## config.mk

```make
export PLATFORM = sky130hd
export DESIGN_NAME = tci_top
export DESIGN_NICKNAME = d
export VERILOG_FILES = /design/src/design/tci_pkg.sv /design/src/design/tci_byte_order.sv /design/src/design/tci_counter.sv /design/src/design/tci_top.sv
export VERILOG_INCLUDE_DIRS = /design/src /design/src/design
export SDC_FILE = /design/constraint.sdc
export NUM_CORES = 1
export LEC_CHECK = 0
export CORE_ASPECT_RATIO = 0.6
export CORE_MARGIN = 2
export CORE_UTILIZATION = 45
export CTS_BUF_LIST = sky130_fd_sc_hd__clkbuf_4 sky130_fd_sc_hd__clkbuf_8 sky130_fd_sc_hd__clkbuf_16
export CTS_CLUSTER_DIAMETER = 40
export DETAILED_ROUTE_END_ITERATION = 8
export DONT_BUFFER_PORTS = 1
export SETUP_SLACK_MARGIN = 0.02
export SYNTH_ARGS = -nofsm -noshare
export SYNTH_HDL_FRONTEND = slang
export SYNTH_SLANG_ARGS = --single-unit
```

## constraint.sdc

```tcl
create_clock -name MCLK -period 3.1 [get_ports MCLK]
set_input_delay 0.31 -clock MCLK [delete_from_list [all_inputs] [get_ports MCLK]]
set_output_delay 0.31 -clock MCLK [all_outputs]
set_load 0.01 [all_outputs]
```

## src/design/tci_params.svh

```systemverilog
// Constants for the tape command interpreter: field positions, codes, bits
// Assumes inclusion by tci_byte_order and tci_top by bare name
`ifndef TCI_PARAMS_SVH
`define TCI_PARAMS_SVH
// Register offsets on the plain register port
`define TCI_REG_CHAR        4'h0
`define TCI_REG_CMD_HDR     4'h1
`define TCI_REG_CMD_W2      4'h2
`define TCI_REG_CMD_W3      4'h3
`define TCI_REG_CMD_W4      4'h4
`define TCI_REG_GO          4'h5
`define TCI_REG_STATUS      4'h6
`define TCI_REG_EXTENDED_STATUS_0        4'h7
`define TCI_REG_EXTENDED_STATUS_3        4'h8
`define TCI_REG_RESIDUAL    4'h9
`define TCI_REG_ADDR_LO     4'ha
`define TCI_REG_ADDR_HI     4'hb
`define TCI_REG_MSGLEN      4'hc
// Characteristics mode byte bits
`define TCI_CH_DMS          7
`define TCI_CH_OSM          6
`define TCI_CH_ATTENTION_MESSAGE         5
`define TCI_CH_BREL         4
// Header word fields
`define TCI_HDR_SWAP        12
`define TCI_HDR_IRQ         7
`define TCI_HDR_MODE_HI     11
`define TCI_HDR_MODE_LO     8
`define TCI_HDR_CMD_HI      4
`define TCI_HDR_CMD_LO      0
// Command codes
`define TCI_CMD_WRITE       5'h05
`define TCI_CMD_POSITION    5'h08
`define TCI_CMD_FORMAT      5'h09
`define TCI_CMD_CONTROL     5'h0a
// Mode codes
`define TCI_MODE_0          4'h0
`define TCI_MODE_1          4'h1
`define TCI_MODE_2          4'h2
`define TCI_MODE_3          4'h3
`define TCI_MODE_4          4'h4
// Extended status bit positions
`define TCI_X0_EOT          0
`define TCI_X0_NEF          10
`define TCI_X0_LEADTM       13
`define TCI_X0_RLS          14
`define TCI_X3_RIB          0
`define TCI_X3_DCK          3
// Termination classes
`define TCI_TC_NORMAL       3'h0
`define TCI_TC_ALERT        3'h2
`define TCI_TC_REJECT       3'h3
`define TCI_TC_POSLOST      3'h6
// Erase length and message buffer minimum
`define TCI_ERASE_MILS      16'd3750
`define TCI_MSGLEN_MIN      16'd14
`endif

```

## src/design/tci_pkg.sv

```systemverilog
// Types for the tape command interpreter
// Assumes the params header sits beside it
package tci_pkg;
	// Motion request to the tape drive sequencer
	typedef enum logic [2:0] {
		TCI_MV_NONE,
		TCI_MV_SPACE_FWD,
		TCI_MV_SPACE_REV,
		TCI_MV_WRITE,
		TCI_MV_ERASE,
		TCI_MV_MARK,
		TCI_MV_REWIND
	} tci_motion_e;
	typedef struct packed {
		tci_motion_e op;
		logic        go;
	} tci_motion_s;
	// Drive events reported back for one motion
	typedef struct packed {
		logic done;
		logic record;
		logic mark;
		logic at_start;
		logic at_end;
	} tci_drive_s;
	// Memory fetch request for write data
	typedef struct packed {
		logic        req;
		logic [21:0] addr;
	} tci_fetch_s;
endpackage

```

## src/design/tci_byte_order.sv

```systemverilog
// Byte ordering of fetched words for data written to tape
// Assumes one word in per cycle on fetch_valid
`timescale 1ns/100ps
`include "tci_params.svh"
module tci_byte_order (
	input  wire logic        clk,
	input  wire logic        srst,
	input  wire logic        swap,
	input  wire logic        in_valid,
	input  wire logic [15:0] in_word,
	output logic             out_valid,
	output logic [15:0]      out_word
);
	// Swap set gives the even byte first; clear gives the odd byte first
	always_ff @(posedge clk) begin
		if (srst) begin
			out_valid <= 1'b0;
			out_word  <= 16'h0000;
		end else begin
			out_valid <= in_valid;
			if (in_valid) begin
				out_word <= swap ? {in_word[7:0], in_word[15:8]} : in_word;
			end
		end
	end
endmodule

```

## src/design/tci_counter.sv

```systemverilog
// Record and mark counter for position commands
// Assumes load and step never fall in the same cycle
`timescale 1ns/100ps
module tci_counter (
	input  wire logic        clk,
	input  wire logic        srst,
	input  wire logic        load,
	input  wire logic [15:0] value,
	input  wire logic        step,
	output logic [15:0]      count,
	output logic             zero
);
	always_ff @(posedge clk) begin
		if (srst) begin
			count <= 16'h0000;
		end else if (load) begin
			count <= value;
		end else if (step && count != 16'h0000) begin
			count <= count - 16'h0001;
		end
	end
	assign zero = (count == 16'h0000);
endmodule

```

## src/design/tci_top.sv

```systemverilog
// Tape command interpreter: write, position and format commands, characteristics
// Assumes a drive sequencer answering each motion request with one done pulse
// Operation
// - Double-mark and off-start stop: leading tape mark stops skip, sets bit 13.
// - Attention disabled: no attention message; next command is rejected.
// - Attention enabled: message when buffer owned; irq only if last irq flag.
// - Buffer release: ready flag reasserted; irq too when release irq enabled.
// - Write mode 0 writes data; mode 2 spaces reverse, erases, writes.
// - Write byte count is word four; zero means 65536 bytes.
// - Write at or past end marker ends with alert; end bit held.
// - Bad identification burst: write or format sets density check, position lost.
// - Fetched write bytes ordered by the header swap flag.
// - Upper address bits 21..18 used only with 22-bit addressing.
// - Position modes: space fwd, rev, skip fwd, rev, rewind ignoring count.
// - Space records counts tape mark; ends with alert on a mark.
// - Space or skip ending with count nonzero sets record-length-short bit.
// - Skip marks stops on two adjacent marks when double-mark stop set.
// - Reverse space or skip meeting start marker sets reverse-into-start, alert class.
// - Reverse or mark retry at start: non-executable bit, reject, no motion.
// - Position with density error sets bit, still moves, ends with alert.
// - Rewind completion interrupt waits until start marker reached and stopped.
// - Format modes: 0 tape mark, 1 erase, 2 space reverse, erase, mark.
// - Format at or past end marker: alert class, end bit set and held.
// - Erase and mark each erase a fixed 3.75 inch length.
`timescale 1ns/100ps
`include "tci_params.svh"
module tci_top
	import tci_pkg::*;
(
	input  wire logic                 MCLK,
	input  wire logic                 SRST,
	input  wire logic [3:0]           REG_ADDR,
	input  wire logic [15:0]          REG_WDATA,
	input  wire logic                 REG_WR,
	input  wire logic                 REG_RD,
	output logic [15:0]               REG_RDATA,
	input  wire logic                 ADDR22_EN,
	input  wire logic                 ATTENTION_MESSAGE_EVENT,
	input  wire logic                 ID_BURST_BAD,
	input  wire tci_pkg::tci_drive_s  DRIVE,
	output tci_pkg::tci_motion_s      MOTION,
	output logic [15:0]               ERASE_MILS,
	output tci_pkg::tci_fetch_s       FETCH,
	input  wire logic                 FETCH_VALID,
	input  wire logic [15:0]          FETCH_DATA,
	output logic                      WDATA_VALID,
	output logic [15:0]               WDATA,
	output logic [16:0]               WRITE_BYTES,
	output logic                      ATTENTION_MESSAGE_MSG,
	output logic                      IRQ
);
	import tci_pkg::*;

	// ****************************************************************
	// Registers
	// ****************************************************************
	logic [7:0]  char_mode;
	logic [15:0] msg_addr_lo, msg_addr_hi, msg_len;
	logic [15:0] hdr, w2, w3, w4;
	logic [15:0] extended_status_0, extended_status_3;
	logic [2:0]  term_class;
	logic        ready, last_irq_en, attention_message_pending, reject_next, buf_owned;
	logic [15:0] residual;
	logic        go;

	typedef enum logic [2:0] {
		S_IDLE, S_REV, S_ERASE, S_DO, S_SKIP, S_REWIND, S_END
	} tci_state_e;
	tci_state_e state;

	logic [4:0]  cmd;
	logic [3:0]  mode;
	logic        cnt_load, cnt_step, cnt_zero;
	logic [15:0] cnt;
	logic        prev_mark, first_rec, pos_op, pos_rev, is_skip, rel_irq;

	assign cmd  = hdr[`TCI_HDR_CMD_HI:`TCI_HDR_CMD_LO];
	assign mode = hdr[`TCI_HDR_MODE_HI:`TCI_HDR_MODE_LO];
	assign go   = REG_WR && REG_ADDR == `TCI_REG_GO && ready;

	function automatic logic is_cmd(input logic [4:0] c, input logic [3:0] m, input logic [4:0] wc,
		input logic [3:0] wm);
		is_cmd = (c == wc) && (m == wm);
	endfunction

	always_ff @(posedge MCLK) begin
		if (SRST) begin
			char_mode   <= 8'h00;
			msg_addr_lo <= 16'h0000;
			msg_addr_hi <= 16'h0000;
			msg_len     <= 16'h0000;
			hdr         <= 16'h0000;
			w2          <= 16'h0000;
			w3          <= 16'h0000;
			w4          <= 16'h0000;
		end else if (REG_WR && ready) begin
			unique case (REG_ADDR)
				`TCI_REG_CHAR:    char_mode   <= REG_WDATA[7:0];
				`TCI_REG_CMD_HDR: hdr         <= REG_WDATA;
				`TCI_REG_CMD_W2:  w2          <= REG_WDATA;
				`TCI_REG_CMD_W3:  w3          <= REG_WDATA;
				`TCI_REG_CMD_W4:  w4          <= REG_WDATA;
				`TCI_REG_ADDR_LO: msg_addr_lo <= REG_WDATA;
				`TCI_REG_ADDR_HI: msg_addr_hi <= REG_WDATA;
				`TCI_REG_MSGLEN:  msg_len     <= REG_WDATA;
				default: ;
			endcase
		end
	end

	// ****************************************************************
	// Register read port
	// ****************************************************************
	always_ff @(posedge MCLK) begin
		if (SRST) begin
			REG_RDATA <= 16'h0000;
		end else if (REG_RD) begin
			unique case (REG_ADDR)
				`TCI_REG_CHAR:     REG_RDATA <= {8'h00, char_mode};
				`TCI_REG_CMD_HDR:  REG_RDATA <= hdr;
				`TCI_REG_CMD_W2:   REG_RDATA <= w2;
				`TCI_REG_CMD_W3:   REG_RDATA <= w3;
				`TCI_REG_CMD_W4:   REG_RDATA <= w4;
				`TCI_REG_STATUS:   REG_RDATA <= {8'h00, ready, buf_owned, reject_next, attention_message_pending, 1'b0,
					term_class};
				`TCI_REG_EXTENDED_STATUS_0:     REG_RDATA <= extended_status_0;
				`TCI_REG_EXTENDED_STATUS_3:     REG_RDATA <= extended_status_3;
				`TCI_REG_RESIDUAL: REG_RDATA <= residual;
				`TCI_REG_ADDR_LO:  REG_RDATA <= msg_addr_lo;
				`TCI_REG_ADDR_HI:  REG_RDATA <= msg_addr_hi;
				`TCI_REG_MSGLEN:   REG_RDATA <= msg_len;
				default:           REG_RDATA <= 16'h0000;
			endcase
		end else begin
			REG_RDATA <= 16'h0000;
		end
	end

	// ****************************************************************
	// Counter and byte ordering
	// ****************************************************************
	tci_counter u_cnt (
		.clk   (MCLK),
		.srst  (SRST),
		.load  (cnt_load),
		.value (w2),
		.step  (cnt_step),
		.count (cnt),
		.zero  (cnt_zero)
	);

	tci_byte_order u_swap (
		.clk       (MCLK),
		.srst      (SRST),
		.swap      (hdr[`TCI_HDR_SWAP]),
		.in_valid  (FETCH_VALID),
		.in_word   (FETCH_DATA),
		.out_valid (WDATA_VALID),
		.out_word  (WDATA)
	);

	assign ERASE_MILS  = `TCI_ERASE_MILS;
	assign WRITE_BYTES = (w4 == 16'h0000) ? 17'h10000 : {1'b0, w4};
	assign is_skip     = pos_op && (mode == `TCI_MODE_2 || mode == `TCI_MODE_3);
	assign cnt_load    = go && cmd == `TCI_CMD_POSITION;
	assign cnt_step    = (state == S_SKIP) && DRIVE.done && (is_skip ? DRIVE.mark : DRIVE.record || DRIVE.mark);

	// ****************************************************************
	// Command sequencer
	// ****************************************************************
	always_ff @(posedge MCLK) begin
		if (SRST) begin
			state      <= S_IDLE;
			MOTION     <= '0;
			FETCH      <= '0;
			term_class <= `TCI_TC_NORMAL;
			extended_status_0       <= 16'h0000;
			extended_status_3       <= 16'h0000;
			residual   <= 16'h0000;
			ready      <= 1'b1;
			last_irq_en <= 1'b0;
			pos_op     <= 1'b0;
			pos_rev    <= 1'b0;
			prev_mark  <= 1'b0;
			first_rec  <= 1'b0;
			rel_irq    <= 1'b0;
			reject_next <= 1'b0;
		end else begin
			MOTION.go <= 1'b0;
			FETCH.req <= 1'b0;
			rel_irq   <= 1'b0;
			if (ATTENTION_MESSAGE_EVENT && !char_mode[`TCI_CH_ATTENTION_MESSAGE]) begin
				reject_next <= 1'b1;
			end
			if (DRIVE.done && pos_rev && DRIVE.at_start) begin
				extended_status_0[`TCI_X0_EOT] <= 1'b0;
			end
			unique case (state)
				S_IDLE: if (go) begin
					ready       <= 1'b0;
					last_irq_en <= hdr[`TCI_HDR_IRQ];
					extended_status_0[`TCI_X0_NEF]    <= 1'b0;
					extended_status_0[`TCI_X0_RLS]    <= 1'b0;
					extended_status_0[`TCI_X0_LEADTM] <= 1'b0;
					extended_status_3[`TCI_X3_RIB]    <= 1'b0;
					pos_op    <= cmd == `TCI_CMD_POSITION;
					pos_rev   <= cmd == `TCI_CMD_POSITION && (mode == `TCI_MODE_1 || mode == `TCI_MODE_3);
					first_rec <= DRIVE.at_start;
					prev_mark <= 1'b0;
					term_class <= `TCI_TC_NORMAL;
					state      <= S_END;
					if (reject_next) begin
						reject_next <= ATTENTION_MESSAGE_EVENT && !char_mode[`TCI_CH_ATTENTION_MESSAGE];
						term_class  <= `TCI_TC_REJECT;
					end else if (is_cmd(cmd, mode, `TCI_CMD_CONTROL, `TCI_MODE_0)) begin
						rel_irq <= char_mode[`TCI_CH_BREL];
					end else if (cmd == `TCI_CMD_WRITE || cmd == `TCI_CMD_FORMAT) begin
						if (DRIVE.at_end) begin
							extended_status_0[`TCI_X0_EOT] <= 1'b1;
							term_class <= `TCI_TC_ALERT;
						end else if (ID_BURST_BAD) begin
							extended_status_3[`TCI_X3_DCK] <= 1'b1;
							term_class <= `TCI_TC_POSLOST;
						end else if (mode == `TCI_MODE_2 && DRIVE.at_start) begin
							extended_status_0[`TCI_X0_NEF] <= 1'b1;
							term_class <= `TCI_TC_REJECT;
						end else if (mode == `TCI_MODE_2) begin
							MOTION <= '{op: TCI_MV_SPACE_REV, go: 1'b1};
							state  <= S_REV;
						end else if (cmd == `TCI_CMD_WRITE && mode == `TCI_MODE_0) begin
							MOTION <= '{op: TCI_MV_WRITE, go: 1'b1};
							FETCH  <= '{req: 1'b1, addr: {ADDR22_EN ? w3[5:2] : 4'h0, w3[1:0], w2}};
							state  <= S_DO;
						end else if (cmd == `TCI_CMD_FORMAT && mode <= `TCI_MODE_1) begin
							MOTION <= '{op: mode == `TCI_MODE_1 ? TCI_MV_ERASE : TCI_MV_MARK, go: 1'b1};
							state  <= S_DO;
						end else begin
							term_class <= `TCI_TC_REJECT;
						end
					end else if (cmd == `TCI_CMD_POSITION) begin
						if (ID_BURST_BAD) begin
							extended_status_3[`TCI_X3_DCK] <= 1'b1;
						end
						if ((mode == `TCI_MODE_1 || mode == `TCI_MODE_3) && DRIVE.at_start) begin
							extended_status_0[`TCI_X0_NEF] <= 1'b1;
							term_class <= `TCI_TC_REJECT;
						end else if (mode == `TCI_MODE_4) begin
							MOTION <= '{op: TCI_MV_REWIND, go: 1'b1};
							state  <= S_REWIND;
						end else if (mode <= `TCI_MODE_3) begin
							MOTION <= '{op: mode[0] ? TCI_MV_SPACE_REV : TCI_MV_SPACE_FWD, go: 1'b1};
							state  <= S_SKIP;
						end else begin
							term_class <= `TCI_TC_REJECT;
						end
					end else begin
						term_class <= `TCI_TC_REJECT;
					end
				end
				S_REV: if (DRIVE.done) begin
					MOTION <= '{op: TCI_MV_ERASE, go: 1'b1};
					state  <= S_ERASE;
				end
				S_ERASE: if (DRIVE.done) begin
					MOTION <= '{op: cmd == `TCI_CMD_WRITE ? TCI_MV_WRITE : TCI_MV_MARK, go: 1'b1};
					if (cmd == `TCI_CMD_WRITE) begin
						FETCH <= '{req: 1'b1, addr: {ADDR22_EN ? w3[5:2] : 4'h0, w3[1:0], w2}};
					end
					state <= S_DO;
				end
				S_DO: if (DRIVE.done) begin
					state <= S_END;
				end
				S_REWIND: if (DRIVE.done && DRIVE.at_start) begin
					state <= S_END;
				end
				S_SKIP: if (DRIVE.done) begin
					prev_mark <= DRIVE.mark;
					first_rec <= 1'b0;
					if (pos_rev && DRIVE.at_start) begin
						extended_status_3[`TCI_X3_RIB] <= 1'b1;
						term_class <= `TCI_TC_ALERT;
						residual   <= cnt;
						if (!cnt_zero) begin
							extended_status_0[`TCI_X0_RLS] <= 1'b1;
						end
						state <= S_END;
					end else if (is_skip && DRIVE.mark && first_rec && !pos_rev
						&& char_mode[`TCI_CH_DMS] && char_mode[`TCI_CH_OSM]) begin
						extended_status_0[`TCI_X0_LEADTM] <= 1'b1;
						extended_status_0[`TCI_X0_RLS]    <= cnt != 16'h0001;
						residual <= cnt - 16'h0001;
						state    <= S_END;
					end else if (is_skip && DRIVE.mark && prev_mark && char_mode[`TCI_CH_DMS]) begin
						extended_status_0[`TCI_X0_RLS] <= cnt != 16'h0001;
						residual <= cnt - 16'h0001;
						state    <= S_END;
					end else if (!is_skip && DRIVE.mark) begin
						term_class <= `TCI_TC_ALERT;
						extended_status_0[`TCI_X0_RLS] <= cnt != 16'h0001;
						residual <= cnt - 16'h0001;
						state    <= S_END;
					end else if (cnt_step && cnt == 16'h0001) begin
						residual <= 16'h0000;
						state    <= S_END;
					end else if (cnt_zero) begin
						residual <= 16'h0000;
						state    <= S_END;
					end else begin
						MOTION <= '{op: MOTION.op, go: 1'b1};
					end
				end
				S_END: begin
					if (pos_op && extended_status_3[`TCI_X3_DCK] && term_class == `TCI_TC_NORMAL) begin
						term_class <= `TCI_TC_ALERT;
					end
					ready <= 1'b1;
					state <= S_IDLE;
				end
				default: state <= S_IDLE;
			endcase
		end
	end

	// ****************************************************************
	// Attention and interrupt
	// ****************************************************************
	always_ff @(posedge MCLK) begin
		if (SRST) begin
			attention_message_pending <= 1'b0;
			buf_owned    <= 1'b0;
			ATTENTION_MESSAGE_MSG     <= 1'b0;
			IRQ          <= 1'b0;
		end else begin
			if (go && is_cmd(cmd, mode, `TCI_CMD_CONTROL, `TCI_MODE_0)) begin
				buf_owned <= 1'b1;
			end else if (go) begin
				buf_owned <= 1'b0;
			end
			ATTENTION_MESSAGE_MSG <= attention_message_pending && buf_owned;
			if (ATTENTION_MESSAGE_EVENT && char_mode[`TCI_CH_ATTENTION_MESSAGE]) begin
				attention_message_pending <= 1'b1;
			end else if (attention_message_pending && buf_owned) begin
				attention_message_pending <= 1'b0;
			end
			IRQ <= (state == S_END && last_irq_en) || rel_irq || (attention_message_pending && buf_owned && last_irq_en);
		end
	end

	// ****************************************************************
	// Checks
	// ****************************************************************
	property p_rej_nomove;
		@(posedge MCLK) disable iff (SRST) (go && DRIVE.at_start && cmd == `TCI_CMD_POSITION && mode == `TCI_MODE_1
			&& !reject_next) |=> !MOTION.go && extended_status_0[`TCI_X0_NEF] && term_class == `TCI_TC_REJECT;
	endproperty
	a_rej_nomove: assert property (p_rej_nomove) else $error("reverse at start moved");

	property p_eot;
		@(posedge MCLK) disable iff (SRST) (go && DRIVE.at_end && cmd == `TCI_CMD_FORMAT && !reject_next)
			|=> extended_status_0[`TCI_X0_EOT] && term_class == `TCI_TC_ALERT && !MOTION.go;
	endproperty
	a_eot: assert property (p_eot) else $error("end marker not handled");

	property p_dck;
		@(posedge MCLK) disable iff (SRST) (go && ID_BURST_BAD && !DRIVE.at_end && cmd == `TCI_CMD_WRITE
			&& !reject_next) |=> extended_status_3[`TCI_X3_DCK] && term_class == `TCI_TC_POSLOST;
	endproperty
	a_dck: assert property (p_dck) else $error("density check missing");

	property p_rewind;
		@(posedge MCLK) disable iff (SRST) (state == S_REWIND && !(DRIVE.done && DRIVE.at_start)) |=> !IRQ;
	endproperty
	a_rewind: assert property (p_rewind) else $error("rewind irq early");

	property p_count;
		@(posedge MCLK) disable iff (SRST) (w4 == 16'h0000) |-> WRITE_BYTES == 17'h10000;
	endproperty
	a_count: assert property (p_count) else $error("zero count wrong");

	property p_swap;
		@(posedge MCLK) disable iff (SRST) (FETCH_VALID && hdr[`TCI_HDR_SWAP] && $stable(hdr))
			|=> WDATA == {$past(FETCH_DATA[7:0]), $past(FETCH_DATA[15:8])};
	endproperty
	a_swap: assert property (p_swap) else $error("byte order wrong");

	property p_addr;
		@(posedge MCLK) disable iff (SRST) (FETCH.req && !ADDR22_EN) |-> FETCH.addr[21:18] == 4'h0;
	endproperty
	a_addr: assert property (p_addr) else $error("upper address used");

	property p_attention_message_off;
		@(posedge MCLK) disable iff (SRST) (ATTENTION_MESSAGE_EVENT && !char_mode[`TCI_CH_ATTENTION_MESSAGE]) |=> reject_next;
	endproperty
	a_attention_message_off: assert property (p_attention_message_off) else $error("attention not latched");
endmodule

```

==> metrics, run 1 <==
status=finished clean; Final Hold Viols=0; root buf cell=clkbuf_16; Syn Area/Cell=7.98 sq um; Setup Skew=0.0229 ns; crit path buf inv count=2; TritonCTS clock tree=built; number of global-route vias before repair=9,401; # diodes=0; total number of vias=10,400; Crit path max-delay family=buffers and inverters; FF/Latch Area=0.00472 sq mm; crit share post-route=0.934; DRT Pass-1 Iters=7; Post-Route WL=38,200 um; sequential share of the synthesized area=0.442; Routability Congestion=0.946; critical path class=register to register; total grt overflow=0; GRT Resource Usage Total=0.294; area of the multi-input gates=0.00544 sq mm; number of synthesized register bits=236; maximum VDD drop=0.000469 V; Pwr Density=624 mW/mm^2; Synth cell types=71; largest net degree at the start of global routing=159; Max Clk Rate=0.345 GHz; 1st-iter DRT viols=1,273; Nets=1,422; Max FO, Critical Path=17; Area Growth Syn to Fin=18.8%; HP Class=input pin to register; first-pass GRT wire length=56,800 um; WL/cell=22.4 um; R2R Setup Slk=0.20 ns; Worst EP required=3.54 ns; initial antenna violation count=0; CP max-delay cell=dlygate4sd3_1; buffers added on ports=0; final setup vio count=0; H-tree depth=1; max cap viols=0; Top FF cell, synth=dfxtp_1; initial core utilization=0.460; Clock Latency Late Sink=0.56 ns; number of synthesized flops with an enable pin=0; Reg clk slew, reported paths=0.07 ns; synthesized area=0.0107 sq mm; min cycle time layout=2.90 ns; Critical Path End Type=register; RSZ-0062 raised after global routing=false; DP Wirelength=25,200 um; Final ANT Viol Nets=0; Setup TNS=0 ns; Arrival @ worst endpoint=3.34 ns; Tightest Pin Transition=1.13 ns; Warnings, synthesis=0; Hold WS=0.00332 ns; die height=123 um; core area=0.0232 sq mm; DRC viols=0; CTS Buf Count=25; Final Max Tran Viols=0; CTS Buffer Depth=3; worst setup margin=0.204 ns; die width=203 um; Core Util, Final=0.547; Worst setup SP type=register; number of vias per cell=6.10; IO Pins=144; async set-reset flop share out of synthesis=0; slowest stage delay, CP=0.56 ns; FP Rows=43; placed inst area=0.0108 sq mm; die area=0.0251 sq mm; Syn Inst Count=1,340; Final Cell Area=0.0127 sq mm; Lkg Pwr=4.40 nW; max_slew headroom=0.243; pre-CTS setup slack=0.635 ns; CP cell instances=nor4b_4, nand2_2, o31a_1, o31ai_4, buf_6, mux2i_1, nor2_1, dlygate4sd3_1; layout cells sized above 1=0.0843; clock sinks=236; Layout fillers=2,202
## report_power, final
group,leakage (nW),internal (mW),switching [mW]
clock,0.462,2.08,1.38
sequential,1.91,3.18,0.175
combinational,2.03,0.416,0.693
## synth_stat cells, types with 3 or more instances
library cell,instances,area (sq um)
nand3_1,37,185
nor3_1,22,110
buf_2,5,25.0
buf_4,17,128
nor4_1,17,106
ha_1,3,37.5
or4_1,3,22.5
inv_1,8,30.0
a22oi_1,9,67.6
dfxtp_1,236,4720
a32o_1,3,30.0
xor2_1,15,131
or3_1,4,25.0
a31oi_1,23,144
nor2_1,105,394
nand2_1,298,1120
and2_1,7,43.8
clkbuf_1,97,364
a222oi_1,22,220
o21ai_0,25,125
a221oi_1,14,123
nor2b_1,5,31.3
and3_1,6,37.5
a21oi_1,168,841
mux2i_1,36,360
nand4b_1,3,26.3
nand2b_1,6,37.5
o31ai_1,6,45.0
clkbuf_2,9,45.0
nand4_1,6,37.5
a22o_1,14,123
a211oi_1,48,360
buf_6,5,56.3
nor3b_1,12,90.1
## per-stage QoR
stage / instances / power (mW)
CTS: 1700 / 7.91
detailed placement: 1571 / 4.33
global route: 1703 / 8.18
floorplan: 1354 / 4.13
global placement: 1571 / 4.32
finish: 1703 / 7.93
## worst paths after layout
| path | from | to | cells after the start |
|---|---|---|---|
| min | FETCH_DATA[3] | u_swap.out_word[11] | 2 |
| min reg2reg | rel_irq | IRQ | 2 |
| max reg2reg | hdr[3] | FETCH[14] | 8 |
| max | hdr[3] | FETCH[14] | 8 |
## cells by family after synthesis
| logic type | share of synthesized area |
|---|---|
| flops | 0.442 |
| simple gates | 0.231 |
| mux | 0.0337 |
| buf+inv | 0.0635 |
| other cells | 0.000702 |
| fa+ha+maj | 0.00351 |
| compound gates | 0.213 |
| xor+xnor | 0.0131 |
## routing by layer
metal	vias up	track usage	share of wire	wire length, um
met3	54	0.0656	0.11	4160
met5	-	0	0	0
li1	4787	-	-	-
met1	5024	0.447	0.46	17600
met2	529	0.427	0.42	15900
met4	0	0.0511	0.015	568
## final cells by class
| cell class | instances | area share |
|---|---|---|
| multi-input cells | 974 | 0.428 |
| clock buffers | 29 | 0.0526 |
| well taps | 315 | 0.0310 |
| clock inverters | 16 | 0.0222 |
| inverters | 9 | 0.00266 |
| flip-flops and latches | 236 | 0.372 |
| repair buffers | 124 | 0.0915 |
## placed cells by master, fill, tap and decap left out, types with 3 or more instances in the layout
master         instances
nand4b_1               3
clkbuf_16             25
nand3_1               36
buf_4                 39
o21ai_0               25
a22oi_1                9
nor4_1                14
nor3b_1               11
a32o_1                 3
a222oi_1              22
a22o_1                14
xor2_1                15
a21oi_1              168
dlygate4sd3_1         83
nor2_1               104
nor4_2                 4
nand4_1                6
nand2_1              297
or4_1                  3
a211oi_1              48
and3_1                 6
nor3_2                 7
a221oi_1              14
o31ai_1                6
inv_1                  8
nor2b_1                5
nor3_1                15
bufinv_16              6
mux2i_1               36
and2_1                 7
or3_1                  4
nand2b_1               6
conb_1                16
ha_1                   3
dfxtp_1              236
a31oi_1               22
## registers in the layout, summed over array words and instances (netlist names), 2 cells and up
register	count
state	3
REG_RDATA	16
extended_status_0	4
FETCH	23
w4	16
extended_status_3	2
char_mode	8
MOTION	4
term_class	3
u_cnt.count	16
msg_addr_lo	16
u_swap.out_word	16
w3	16
msg_addr_hi	16
hdr	16
w2	16
msg_len	16
residual	16
## what timing repair did
action / in CTS / in global routing
hold buffers: 84 / 0
gates resized for setup: 0 / 8
endpoints found under the setup margin: 0 / 29
hold endpoints to repair: 213 / 0
setup buffers: 0 / 2
No activity file was read; power rests on OpenSTA's default activity.
==> run 2, diff against run 1 <==
- CORE_UTILIZATION: 45 -> 55
- PLACE_DENSITY: not set -> 0.7
==> run 2 against run 1 <==
  * The flow now finishes with violations (design-rule violations)
  * Clock power shrank 16%
  * Sequential cell count did not move
  * Power decreased by 7.7%
  * Final cell count down 4.6%
  * Register-to-register slack got worse by 0.02 ns
  * Wire length is 8.3% lower
  * Core utilization grew 10 points
  * Via count decreased by 1.1%
  * Sequential share of layout area rose by 1.0 points
==> metrics, run 2 (synthesized netlist as in run 1, its figures left out) <==
final setup vio count=0 (unchanged); Crit path max-delay family=buffers and inverters; non-filler cells, final=1,625 (-4.6%); TritonCTS clock tree=built; leading cell type in the layout, fill and taps excluded=nand2_1; initial core utilization=0.562 (+0.102); total grt overflow=0 (unchanged); first-pass GRT wire length=54,300 um (-4.6%); Post-Route WL=35,000 um (-8.3%); die height=112 um (-9.2%); dpl cells=1,499 (-4.6%); crit path buf inv count=2 (unchanged); GRT Resource Usage Total=0.336 (+0.0410); maximum VDD drop=0.000394 V (-16%); Max Clk Rate=0.343 GHz (-0.70%); root buf cell=clkbuf_16; WL/cell=21.5 um (-3.9%); crit share post-route=0.941 (+0.00663); CTS Buffer Depth=3 (unchanged); Tightest Pin Transition=1.10 ns (-0.0309 ns); Lkg Pwr=4.27 nW (-2.9%); DRT Pass-1 Iters=9 (+2); max reg flops=23 (unchanged); Max FO, Critical Path=17 (unchanged); Top reg by flops=FETCH; Power Total=7.32 mW (-7.7%); max_slew headroom=0.264 (+0.0207); CP max-delay cell=dlygate4sd3_1; Routability Congestion=0.937 (-0.95%); H-tree depth=1 (unchanged); RSZ-0062 raised after global routing=false; largest net degree at the start of global routing=157 (-1.3%); DP Wirelength=23,500 um (-6.7%); CTS Buf Count=25 (unchanged); most frequent cells in the layout=nand2_1 (298), dfxtp_1 (236), a21oi_1 (168); buffers added on ports=0 (unchanged); die area=0.0206 sq mm (-18%); min cycle time layout=2.92 ns (+0.0205 ns); sink of the worst hold path=w2[2]; Pwr Density=592 mW/mm^2 (-5.2%); start of the worst register-to-register path=hdr[0]; hold wc startpoint=REG_ADDR[3]; max cap viols=0 (unchanged); DRC viols=1 (+1); FP Rows=39 (-9.3%); core area=0.0190 sq mm (-18%); 1st-iter DRT viols=1,447 (+14%); Final Max Tran Viols=0 (unchanged); Final Hold Viols=0 (unchanged); Area Growth Syn to Fin=15.6%; status=finished, violations left; Reg clk slew, reported paths=0.07 ns (about the same); Final ANT Viol Nets=0 (unchanged); failing checks=design-rule violations; slowest stage delay, CP=0.55 ns (about the same); Worst EP required=3.51 ns (-0.03 ns); number of global-route vias before repair=9,292 (-1.2%); IO Pins=144 (unchanged); worst r2r dst=FETCH[16]; Final Cell Area=0.0124 sq mm (-2.7%); clock sinks=236 (unchanged); critical path class=register to register; worst hold stages=3 (+1); Critical Path End Type=register; CP cell instances=nor4b_4, nand2_1, o31a_1, o31ai_4, buf_6, mux2i_1, nor2_1, dlygate4sd3_1; HP Class=input pin to register; R2R Setup Slk=0.18 ns (-0.02 ns); Worst setup SP type=register; layout cells sized above 1=0.0784 (-0.00592); number of vias per cell=6.33 (+3.7%); Clock Latency Late Sink=0.52 ns (-0.04 ns); placed inst area=0.0107 sq mm (-1.1%); Arrival @ worst endpoint=3.32 ns (-0.02 ns); Nets=1,412 (-0.70%); Setup TNS=0 ns (unchanged); die width=184 um (-9.4%); total number of vias=10,300 (-1.1%); initial antenna violation count=1 (+1); Worst R2R Path Depth=8 (unchanged); Setup Skew=0.0120 ns (-0.0108 ns)
[run 2: stage by stage]
stage	utilization	worst slack, ns	hold WS [ns]
final	0.650	0.183	0.0221
after global routing	0.650	0.0445	0.0358
after CTS	0.648	0.0985	0.0130
after detailed placement	0.564	0.654	0.398
after global placement	0.564	0.696	0.396
after floorplan	-	0.921	0.413
[run 2: worst max path at each step]
stage	start	endpoint	depth (start not counted)	slack (ns)
finish	hdr[0]	FETCH[16]	8	0.18
global route	state[2]	u_cnt.count[13]	8	0.04
CTS	u_cnt.count[4]	u_cnt.count[13]	8	0.1
detailed placement	u_cnt.count[4]	u_cnt.count[13]	7	0.65
global placement	hdr[0]	FETCH[9]	7	0.70
floorplan	state[2]	FETCH[10]	9	0.92
[run 2: layout make-up]
| type | instances | area [sq um] |
|---|---|---|
| inverter | 9 | 33.8 |
| fill | 1639 | 6670 |
| antenna | 1 | 2.50 |
| clock buffer | 31 | 677 |
| multi-input combinational | 973 | 5420 |
| sequential | 236 | 4720 |
| timing repair buffer | 115 | 1080 |
| tap | 246 | 308 |
| clock inverter | 14 | 123 |
[run 2: what timing repair did]
action,4_1_cts,5_1_grt
setup endpoints to repair,0,17
buffers inserted,0,1
gates resized for setup,0,5
hold endpoints to repair,213,0
hold buffers,79,0
[run 2: worst min-delay path: stages]
cell,delay [ns]
nor4_2,0.06
nand2_1,0.07
a21oi_1,0.05
[run 2: power breakdown]
group	internal (mW)	switching, mW
Sequential	3.18	0.205
Clock	1.59	1.31
Combinational	0.405	0.630
Total	5.17	2.14
[run 2: routing by layer]
layer,wire length (um),global-route usage
met1,15800,0.523
met2,14400,0.461
met3,4320,0.0840
met4,484,0.0720
met5,0,0
